<file path="src/force_limit_pkg.sv">
// constants and types for the force limit selector
//
// Overview of operation
// - option 1: analog input is force limit
// - option 2: feed-forward, never with analog limit
// - analog limit scaled by gain up to 10 V
// - option 3: analog limit only with enabled input
// - no analog limiting in force control
// - combined mode takes smaller of analog, external
// - external limits 0..800 percent, default 100
// - forward limit minimum when forward input low
// - reverse limit minimum when reverse input low
// - shared terminal signals combine by OR
// - limited flag low while force is clamped
// - flag reaches terminal only when allocated
// - modes 4,5,6 pair internal speed with others
// - modes 8 and 9 pairings
// - modes A and B pairings
// - analog limit uses absolute input value
// - limits above motor maximum use motor maximum
// - internal limits always on, default 30
// - limit inputs registered within 2 ms
package force_limit_pkg;
    localparam int PCT_W = 10;
    localparam logic [PCT_W-1:0] PCT_MAX = 10'h320; // 800 percent
    localparam logic [PCT_W-1:0] EXT_LIMIT_RST = 10'h064; // 100 percent
    localparam logic [PCT_W-1:0] INT_LIMIT_RST = 10'h01e; // 30 percent
    localparam logic [PCT_W-1:0] MOTOR_MAX_RST = 10'h12c; // 300 percent
    localparam logic [7:0] GAIN_MIN = 8'h0a; // 1.0 V per rated force, 0.1 V units
    localparam logic [7:0] GAIN_MAX = 8'h64; // 10.0 V per rated force
    localparam logic [7:0] GAIN_RST = 8'h1e; // 3.0 V
    localparam int CLK_HZ = 40000000;
    localparam int INPUT_DELAY_US = 2000; // 2 ms worst case registration
    localparam int INPUT_DELAY_CYC = INPUT_DELAY_US * (CLK_HZ / 1000000);
    localparam int FILT_CYC = 4; // cycles used, well inside the worst case
    localparam logic [1:0] OPT_NONE = 2'h0;
    localparam logic [1:0] OPT_ANALOG_LIMIT = 2'h1;
    localparam logic [1:0] OPT_FEED_FWD = 2'h2;
    localparam logic [1:0] OPT_COMBINED = 2'h3;
    localparam logic [3:0] ALLOC_NONE = 4'h0;

    typedef enum logic [2:0] {
        MODE_POSITION = 3'b000,
        MODE_SPEED = 3'b001,
        MODE_FORCE = 3'b010,
        MODE_INT_SPEED = 3'b011,
        MODE_ZERO_CLAMP = 3'b100,
        MODE_INHIBIT = 3'b101
    } ctrl_mode_e;
endpackage : force_limit_pkg

</file>
<file path="src/force_limit_selector.sv">
// force limit selection, clamping and control mode pair decode
`timescale 1ns/1ps
module force_limit_selector
    import force_limit_pkg::*;
#(
    parameter int FORCE_W = 16, // signed command, 100 percent = 2**(FORCE_W-4)
    parameter int ANALOG_W = 12, // signed analog sample, lsb = 10 mV
    parameter int NUM_TERM = 4, // input terminals
    parameter int NUM_OUT = 3 // output terminals
) (
    input wire logic clk,
    input wire logic srst,
    input wire logic [NUM_TERM-1:0] term_in_n,
    input wire logic [$clog2(NUM_TERM)-1:0] fwd_limit_term_sel,
    input wire logic [$clog2(NUM_TERM)-1:0] rev_limit_term_sel,
    input wire logic [NUM_TERM-1:0] fwd_limit_extra_map,
    input wire logic [NUM_TERM-1:0] rev_limit_extra_map,
    input wire logic signed [ANALOG_W-1:0] force_ref_analog,
    input wire logic signed [FORCE_W-1:0] force_cmd,
    input wire logic [1:0] speed_ctrl_option_param,
    input wire logic [7:0] force_ref_gain_param,
    input wire logic [PCT_W-1:0] fwd_external_limit_param,
    input wire logic [PCT_W-1:0] rev_external_limit_param,
    input wire logic [PCT_W-1:0] fwd_internal_limit_param,
    input wire logic [PCT_W-1:0] rev_internal_limit_param,
    input wire logic [PCT_W-1:0] motor_max_force,
    input wire logic [3:0] output_signal_alloc_param,
    input wire logic [3:0] control_mode_pair_param,
    input wire logic mode_select_in_n,
    output logic signed [FORCE_W-1:0] force_out,
    output logic [PCT_W-1:0] fwd_limit_eff,
    output logic [PCT_W-1:0] rev_limit_eff,
    output logic [NUM_OUT-1:0] out_term_n,
    output logic force_limited_out_n,
    output logic ff_enable,
    output ctrl_mode_e ctrl_mode
);
    localparam logic [2:0] FILT_TOP = 3'(FILT_CYC - 1);

    // or-combine every terminal mapped to each logical limit signal
    wire fwd_raw_on = ~term_in_n[fwd_limit_term_sel] | |(~term_in_n & fwd_limit_extra_map);
    wire rev_raw_on = ~term_in_n[rev_limit_term_sel] | |(~term_in_n & rev_limit_extra_map);

    // short stability filter on the limit inputs
    logic fwd_on_reg, rev_on_reg;
    logic [2:0] fwd_cnt_reg, rev_cnt_reg;
    always_ff @(posedge clk) begin
        if (srst) begin
            fwd_on_reg <= 1'b0;
            rev_on_reg <= 1'b0;
            fwd_cnt_reg <= 3'h0;
            rev_cnt_reg <= 3'h0;
        end else begin
            fwd_cnt_reg <= (fwd_raw_on == fwd_on_reg || fwd_cnt_reg == FILT_TOP) ? 3'h0 :
                fwd_cnt_reg + 3'h1;
            rev_cnt_reg <= (rev_raw_on == rev_on_reg || rev_cnt_reg == FILT_TOP) ? 3'h0 :
                rev_cnt_reg + 3'h1;
            if (fwd_raw_on != fwd_on_reg && fwd_cnt_reg == FILT_TOP) fwd_on_reg <= fwd_raw_on;
            if (rev_raw_on != rev_on_reg && rev_cnt_reg == FILT_TOP) rev_on_reg <= rev_raw_on;
        end
    end

    // control mode pair decode, mode_select_in_n low selects the first member
    ctrl_mode_e mode_next;
    wire sel_on = ~mode_select_in_n;
    wire int_spd = fwd_on_reg | rev_on_reg | sel_on;
    always_comb begin
        unique case (control_mode_pair_param)
            4'h4: mode_next = int_spd ? MODE_INT_SPEED : MODE_SPEED;
            4'h5: mode_next = int_spd ? MODE_INT_SPEED : MODE_POSITION;
            4'h6: mode_next = int_spd ? MODE_INT_SPEED : MODE_FORCE;
            4'h7: mode_next = sel_on ? MODE_SPEED : MODE_POSITION;
            4'h8: mode_next = sel_on ? MODE_FORCE : MODE_POSITION;
            4'h9: mode_next = sel_on ? MODE_SPEED : MODE_FORCE;
            4'ha: mode_next = sel_on ? MODE_ZERO_CLAMP : MODE_SPEED;
            4'hb: mode_next = sel_on ? MODE_INHIBIT : MODE_POSITION;
            4'h0: mode_next = MODE_SPEED;
            4'h1: mode_next = MODE_POSITION;
            4'h2: mode_next = MODE_FORCE;
            default: mode_next = MODE_SPEED;
        endcase
    end

    // analog limit: absolute value scaled by gain into percent
    wire force_mode = (ctrl_mode == MODE_FORCE);
    wire [ANALOG_W-1:0] abs_ref = force_ref_analog[ANALOG_W-1] ?
        ANALOG_W'(-force_ref_analog) : ANALOG_W'(force_ref_analog);
    wire [7:0] gain_c = (force_ref_gain_param < GAIN_MIN) ? GAIN_MIN :
        (force_ref_gain_param > GAIN_MAX) ? GAIN_MAX : force_ref_gain_param;
    // abs in 10 mV, gain in 100 mV: percent = abs*10/gain
    wire [ANALOG_W+3:0] ana_q = (ANALOG_W+4)'((ANALOG_W+4)'(abs_ref) * 16'd10 / gain_c);
    wire [PCT_W-1:0] ana_pct = (ana_q > (ANALOG_W+4)'(PCT_MAX)) ? PCT_MAX : PCT_W'(ana_q);

    wire opt_ana = (speed_ctrl_option_param == OPT_ANALOG_LIMIT);
    wire opt_comb = (speed_ctrl_option_param == OPT_COMBINED);
    wire ana_ok = !force_mode && !ff_enable;
    wire fwd_ana_use = ana_ok && (opt_ana || (opt_comb && fwd_on_reg));
    wire rev_ana_use = ana_ok && (opt_ana || (opt_comb && rev_on_reg));

    function automatic logic [PCT_W-1:0] min2(input logic [PCT_W-1:0] a,
        input logic [PCT_W-1:0] b);
        min2 = (a < b) ? a : b;
    endfunction : min2

    // clamp settings to their range
    wire [PCT_W-1:0] fwd_ext = min2(fwd_external_limit_param, PCT_MAX);
    wire [PCT_W-1:0] rev_ext = min2(rev_external_limit_param, PCT_MAX);
    wire [PCT_W-1:0] fwd_int = min2(fwd_internal_limit_param, PCT_MAX);
    wire [PCT_W-1:0] rev_int = min2(rev_internal_limit_param, PCT_MAX);

    // minimum of all applicable sources, then motor maximum
    wire [PCT_W-1:0] fwd_a = fwd_on_reg ? min2(fwd_int, fwd_ext) : fwd_int;
    wire [PCT_W-1:0] rev_a = rev_on_reg ? min2(rev_int, rev_ext) : rev_int;
    wire [PCT_W-1:0] fwd_b = fwd_ana_use ? min2(fwd_a, ana_pct) : fwd_a;
    wire [PCT_W-1:0] rev_b = rev_ana_use ? min2(rev_a, ana_pct) : rev_a;
    wire [PCT_W-1:0] fwd_lim = min2(fwd_b, motor_max_force);
    wire [PCT_W-1:0] rev_lim = min2(rev_b, motor_max_force);

    // percent to command units: 100 percent = 2**(FORCE_W-4), scale by 4096/100
    wire [FORCE_W+PCT_W-1:0] fwd_mag =
        (FORCE_W+PCT_W)'({fwd_lim, {(FORCE_W-4){1'b0}}} / 100);
    wire [FORCE_W+PCT_W-1:0] rev_mag =
        (FORCE_W+PCT_W)'({rev_lim, {(FORCE_W-4){1'b0}}} / 100);
    localparam logic [FORCE_W+PCT_W-1:0] POS_TOP = (FORCE_W+PCT_W)'(2**(FORCE_W-1) - 1);
    wire [FORCE_W-1:0] fwd_cap = (fwd_mag > POS_TOP) ? FORCE_W'(POS_TOP) : FORCE_W'(fwd_mag);
    wire [FORCE_W-1:0] rev_cap = (rev_mag > POS_TOP) ? FORCE_W'(POS_TOP) : FORCE_W'(rev_mag);
    wire signed [FORCE_W-1:0] fwd_s = $signed(fwd_cap);
    wire signed [FORCE_W-1:0] rev_s = -$signed(rev_cap);
    wire clamp_hi = !force_cmd[FORCE_W-1] && (force_cmd > fwd_s);
    wire clamp_lo = force_cmd[FORCE_W-1] && (force_cmd < rev_s);
    wire signed [FORCE_W-1:0] force_next = clamp_hi ? fwd_s : clamp_lo ? rev_s : force_cmd;
    wire limiting = clamp_hi | clamp_lo;

    // output terminal allocation, 0 leaves the flag unconnected
    logic [NUM_OUT-1:0] out_next;
    genvar gi;
    generate
        for (gi = 0; gi < NUM_OUT; gi++) begin : g_out
            assign out_next[gi] = !(limiting &&
                output_signal_alloc_param == 4'(gi + 1));
        end
    endgenerate

    // registered outputs
    always_ff @(posedge clk) begin
        if (srst) begin
            force_out <= '0;
            fwd_limit_eff <= INT_LIMIT_RST;
            rev_limit_eff <= INT_LIMIT_RST;
            force_limited_out_n <= 1'b1;
            out_term_n <= '1;
            ff_enable <= 1'b0;
            ctrl_mode <= MODE_SPEED;
        end else begin
            force_out <= force_next;
            fwd_limit_eff <= fwd_lim;
            rev_limit_eff <= rev_lim;
            force_limited_out_n <= !limiting;
            out_term_n <= out_next;
            ff_enable <= (speed_ctrl_option_param == OPT_FEED_FWD) && !force_mode;
            ctrl_mode <= mode_next;
        end
    end
endmodule : force_limit_selector
</file>
<file path="config.mk">
export PLATFORM = sky130hd
export DESIGN_NAME = force_limit_selector
export DESIGN_NICKNAME = d
export VERILOG_FILES = /design/src/force_limit_pkg.sv /design/src/force_limit_selector.sv
export SDC_FILE = /design/constraint.sdc
export NUM_CORES = 1
export LEC_CHECK = 0
export ABC_AREA = 1
export BUFFER_PORTS_ARGS = -buffer_cell sky130_fd_sc_hd__clkbuf_2
export CAP_MARGIN = 40
export CORE_ASPECT_RATIO = 0.9
export CORE_MARGIN = 4
export CORE_UTILIZATION = 36
export CTS_CLUSTER_SIZE = 25
export DETAILED_ROUTE_END_ITERATION = 6
export GPL_TIMING_DRIVEN = 1
export PLACE_DENSITY = 0.63
export SETUP_SLACK_MARGIN = 0.05
export SLEW_MARGIN = 25
export SYNTH_ARGS = -nofsm -noshare
export SYNTH_HDL_FRONTEND = slang
export SYNTH_SLANG_ARGS = --single-unit
</file>
<file path="constraint.sdc">
create_clock -name clk -period 51 [get_ports clk]
set_clock_uncertainty 0.05 [all_clocks]
set_input_delay 7.65 -clock clk [delete_from_list [all_inputs] [get_ports clk]]
set_output_delay 7.65 -clock clk [all_outputs]
set_load 0.03 [all_outputs]
</file>
### Word-level counts from Yosys, hierarchy flattened

Cells that the tools add are included.

| operators by class | value |
|---|---|
| add/sub/neg operators | 4 |
| bitwise gates (word level) | 11 |
| multiplexer cells | 35 |
| magnitude comparators | 19 |
| divide/modulo/power cells | 3 |
| multipliers | 1 |
| reduce and logical (&&, ||, !) cells | 28 |
| eq/ne operators | 23 |

Operators by type and width:

| operator | number |
|---|---|
| $mux W10 | 15 |
| $div A22 B7 Y32 const B | 2 |
| $mux W16 | 4 |
| $lt A10 B10 Y1 | 6 |
| $gt A26 B15 Y1 const B | 2 |
| $lt A10 B10 Y1 const B | 4 |
| $pmux W3 S10 | 1 |
| $div A16 B8 Y16 | 1 |
| $eq A4 B3 Y1 const B | 4 |
| $eq A4 B4 Y1 const B | 4 |
| $gt A16 B10 Y1 const B | 1 |
| $gt A16 B16 Y1 | 1 |
| $lt A16 B16 Y1 | 1 |
| $mux W8 | 2 |
| $neg A16 Y16 | 1 |
| $mul A12 B3 Y15 const B | 1 |
| $logic_and A1 B1 Y1 | 13 |
| $eq A4 B2 Y1 const B | 3 |
| $mux W12 | 1 |
| $neg A12 Y12 | 1 |
| $eq A3 B2 Y1 const B | 3 |
| $and A4 B4 Y4 | 2 |
| $eq A4 B1 Y1 const B | 2 |
| $gt A8 B7 Y1 const B | 1 |
| 18 further kinds | 48 |

| storage, ports and cells | value |
|---|---|
| output and inout port bits | 44 |
| logic and storage cells | 135 |
| bits in registers | 52 |
| input port bits | 115 |

### Logic depth before layout (Yosys ltp)

| logic depth | value |
|---|---|
| depth after elaboration | 20 |
| gate-level depth with buffers | 350 |
| gate-level depth less buffers | 336 |

### Worst setup path before layout

No wires, ideal clock.

| timing | value |
|---|---|
| kind | in2reg |
| start point | in force_ref_analog[0] |
| end point | reg force_out[15] |
| setup time | 0.111 ns |
| buffers on the path | 18 |
| data arrival time | 49.401 ns |
| cell stages on the path | 335 |
| slack | 1.439 ns |
| path through | inv_2 ha_1 inv_1 nor3_1 nand2_1 o31ai_1 xor2_1 ha_1 ha_1 nand2_2 inv_1 a21oi_2 nand3_2 nand2_2 nand2_2 and2_2 ha_1 a21oi_1 [299 not listed] inv_2 nor2_2 nand3_2 nor3_2 or3b_1 xor2_1 ha_1 nand2_1 nor2_1 a2111oi_0 nand2_1 nand2_2 nand3_4 inv_6 buf_12 nand2_1 nand3_1 inv_1 |

| on the way | value |
|---|---|
| cells in the longest elaborated chain, start to end | 19 |
| elaborated cells on any way between the ends | 29 |

Ends and longest elaborated chain:

| element | RTL line | RTL |
|---|---|---|
| from (decl) | force_limit_selector.sv:18 | `input wire logic signed [ANALOG_W-1:0] force_ref_analog,` |
| $neg A12 Y12 | force_limit_selector.sv:87 | `ANALOG_W'(-force_ref_analog) : ANALOG_W'(force_ref_analog);` |
| $mux W12 * | force_limit_selector.sv:86 | `wire [ANALOG_W-1:0] abs_ref = force_ref_analog[ANALOG_W-1] ?` |
| $mul A12 B3 Y15 * | force_limit_selector.sv:91 | `wire [ANALOG_W+3:0] ana_q = (ANALOG_W+4)'((ANALOG_W+4)'(abs_ref) * 16'd10 / gain_c);` |
| $div A16 B8 Y16 * | force_limit_selector.sv:91 |  |
| $gt A16 B10 Y1 | force_limit_selector.sv:92 | `wire [PCT_W-1:0] ana_pct = (ana_q > (ANALOG_W+4)'(PCT_MAX)) ? PCT_MAX : PCT_W'(ana_q);` |
| $mux W10 * | force_limit_selector.sv:92 |  |
| $lt A10 B10 Y1 | force_limit_selector.sv:102 | `min2 = (a < b) ? a : b;` |
| $mux W10 | force_limit_selector.sv:102 |  |
| [3 not listed] | -- |  |
| $div A22 B7 Y32 | force_limit_selector.sv:123 | `(FORCE_W+PCT_W)'({rev_lim, {(FORCE_W-4){1'b0}}} / 100);` |
| $gt A26 B15 Y1 | force_limit_selector.sv:126 | `wire [FORCE_W-1:0] rev_cap = (rev_mag > POS_TOP) ? FORCE_W'(POS_TOP) : FORCE_W'(rev_mag);` |
| $mux W16 | force_limit_selector.sv:126 |  |
| $neg A16 Y16 | force_limit_selector.sv:128 | `wire signed [FORCE_W-1:0] rev_s = -$signed(rev_cap);` |
| $lt A16 B16 Y1 | force_limit_selector.sv:130 | `wire clamp_lo = force_cmd[FORCE_W-1] && (force_cmd < rev_s);` |
| $logic_and A1 B1 Y1 | force_limit_selector.sv:130 |  |
| $mux W16 | force_limit_selector.sv:131 | `wire signed [FORCE_W-1:0] force_next = clamp_hi ? fwd_s : clamp_lo ? rev_s : force_cmd;` |
| $mux W16 * | force_limit_selector.sv:131 |  |
| to (signal assigned) | force_limit_selector.sv:155 | `force_out <= force_next;` |
| to (decl) | force_limit_selector.sv:30 | `output logic signed [FORCE_W-1:0] force_out,` |

Mark *: on every way between the ends. The rest lies on a longest branch, timed or not.
A chain may end at the register's enable or synchronous reset.

### Final worst setup path

| timing | value |
|---|---|
| start point | in force_ref_analog[0] |
| end point | reg force_out[0] |

Same word-level chain as after synthesis.

==> flow_summary.yaml <==
hold_path:
  whs_path_depth: 1
  hold_class: "flip-flop to flip-flop"
  worstHoldStart: "fwd_cnt_reg[0]"
  whs_endpoint: "fwd_cnt_reg[0]"
synthesis:
  synthXorXnorAreaFrac_pct: 4.49
  ys.flop_type: "dfxtp_1"
  synthesis.instances: 3313
  synth.distinct_cells: 81
  ys_ff_latch: 52
  synthSimpleGateAreaFrac_pct: 52.4
  syn_area_per_cell_um2: 6.23
  synth_top_family_by_area: "simple AND/OR/NAND/NOR gates"
  synth.yosys.warnings: 0
  synth_area_mm2: 0.0206
  synth_edf_count: 0
  synth_fa_ha_area_share_pct: 14.4
  synth_compound_area_share_pct: 11.7
  ys_seq_area_share_pct: 5.04
  synthMuxAreaShare_pct: 0
  synth-async-reset-ratio_pct: 0
sta:
  finalCritPeriodShare_pct: 94.2
  setup_violations: 0
  hold_ws_ns: 0.374
  fin_crit_ns: 48.02
  worst_slew_pin_slew_ns: 1.00
  hold_viol_final: 0
  fmax_mhz: 20.8
  slew_violations: 0
  slew_headroom_pct: 32.6
cts:
  cts_sinks: 52
  cts_tree: "done"
  path_clk_slew_ns: 0.09
  htreeDepth: 2
  cts_hold_buf: 0
  clk_latency_ns: 0.32
  numCtsBuffers: 5
  cts_root_buf: "clkbuf_16"
  cts_buffer_depth: 2
place:
  port_buffers: 158
  place_hpwl_um: 48600
  place.gp.congestion: 0.879
floorplanning:
  die_h_um: 235
  rows: 82
  dieArea_mm2: 0.0612
  num_io_pins: 159
  coreArea_mm2: 0.0562
  dieWidth_um: 260
  initial_core_util_pct: 36.7
layout:
  top_register: "force_out"
  drive_above_1_share_pct: 29.6
  largest_register_ffs: 16
  fin_nets: 3941
  final_util_pct: 42.8
  syn_to_final_growth_pct: 16.6
  largestRegisters: "force_out x16, fwd_limit_eff x10, rev_limit_eff x10"
detailed_routing:
  vias: 21300
  drt_drc_violations_left: 0
  vias_per_cell: 4.89
  ant_nets: 0
  avgRoutedWirePerCell_um: 13.5
  first_pass_iters: 5
  wirelength_um: 58700
  drt-initial-drc-count: 1189
worst_setup_path:
  crit_slowest_cell: "a2111oi_2"
  cp.required_ns: 51.18
  rrSetupSlack_ns: 32.80
  r2r_end: "force_out[0]"
  crit_type: "primary input to flip-flop"
  max_stage_delay_ns: 0.44
  crit_top_cell: "nand2_1"
  critPathArrivalTime_ns: 48.20
  r2r-start: "rev_on_reg"
  worstSetupStartpointType: "primary input"
  cp_max_fo: 14
  endpoint_kind: "flip-flop"
  ff2ff_path_depth: 128
global_routing:
  antenna_found_initial: 7
  grt_max_degree: 24
  grt_pass1_wl_um: 93100
  grt_use_total_pct: 17.8
  grt_pass1_vias: 18900
  grt_overflow: 0
flow_run:
  cap_violations: 0
status:
  status: "completed"
[per-stage QoR]
step	instances	setup slack [ns]	cell area [um^2]	TNS, ns
after global routing	4346	-0.397	24100	-6.92
final	4347	2.98	24100	0
after detailed placement	4232	-1.04	22300	-17.73
after floorplan	3322	1.44	20700	0
after global placement	4227	-0.360	22300	-4.17
after CTS	4243	0.187	22500	0
[final cells by class]
| type | count | area [um^2] |
|---|---|---|
| Antenna cell | 1 | 2.50 |
| Multi-Input combinational cell | 2717 | 17900 |
| Inverter | 510 | 2060 |
| Sequential cell | 52 | 1040 |
| Clock buffer | 5 | 125 |
| Tap cell | 756 | 946 |
| Timing Repair Buffer | 303 | 1940 |
| Clock inverter | 3 | 28.8 |
| Fill cell | 6079 | 32200 |
[layout by cell type (no fill, tap or decap), drive strengths merged, types with 6 or more instances in the layout]
cell type / Yosys / final
a211oi: 9 / 9
a21o: 21 / 21
a21oi: 108 / 108
a31oi: 7 / 7
buf: 26 / 145
clkbuf: 21 / 163
clkinv: 22 / 20
conb: 1 / 10
dfxtp: 52 / 52
ha: 236 / 236
inv: 483 / 486
nand2: 1152 / 1155
nand3: 323 / 325
nand3b: 25 / 25
nand4: 97 / 97
nor2: 301 / 301
nor3: 34 / 34
nor4: 6 / 6
o211ai: 9 / 9
o21ai: 196 / 196
o21bai: 21 / 21
or2: 11 / 11
xnor2: 37 / 37
xor2: 68 / 68
[kinds of logic (layout without fill, tap and decap cells)]
kind of cell | count (synthesis) | after routing
XOR/XNOR | 105 | 105
adder cells (fa/ha/maj) | 237 | 237
AND/OR/NAND/NOR | 1961 | 1966
other | 1 | 11
flip-flops | 52 | 52
AO/OA/AOI/OAI | 399 | 399
buffers and inverters | 558 | 821
[worst max path at each step]
stage,start,to,slack (ns),cells past startpoint
after floorplan,force_ref_analog[0],force_out[15],1.44,335
after global placement,force_ref_analog[0],force_out[12],-0.36,315
after detailed placement,force_ref_analog[0],force_out[12],-1.04,318
after CTS,force_ref_analog[0],force_out[0],0.19,317
after global routing,force_ref_analog[0],force_out[0],-0.40,320
final,force_ref_analog[0],force_out[0],2.98,318
[cells in the mapped netlist (52+ instances only)]
cell	n	area share (%)
o21ai_0	141	3.4
nand3_2	74	3.6
xor2_1	67	2.8
nand2_2	221	6.7
a21oi_1	97	2.4
nand3_1	234	5.7
nand4_1	90	2.7
nand2_1	822	15
dfxtp_1	52	5.0
nand2_4	103	5.6
nor2_1	208	3.8
ha_1	236	14
inv_1	424	7.7
nor2_2	61	1.8
[layer usage]
| layer | vias to the layer above | global-route usage, % | part of all wire (%) |
|---|---|---|---|
| met4 | 12 | 2.47 | 1.3 |
| li1 | 11300 | - | - |
| met1 | 9463 | 26.8 | 52 |
| met2 | 416 | 27.4 | 42 |
| met3 | 51 | 2.67 | 5.3 |
| met5 | - | 0 | 0.12 |
[critical path: cells and delay by family]
family	cells	cell delay (ns)
AOI/OAI and AO/OA	65	10.43
xor gates and xnor gates	3	0.57
adders and majority gates	29	7.68
buffers and inverters	50	4.22
and+or+nand+nor	171	17.57
[what timing repair did]
item / CTS / global route
endpoints found under the hold margin: 0 / 0
pin swaps: 2 / 81
gates resized for setup: 8 / 175
setup buffers: 3 / 95
gates cloned: 0 / 5
setup endpoints to repair: 20 / 20
Power is not shown: default switching activity piles up to over one toggle a cycle in this logic, so the estimate is an artifact.
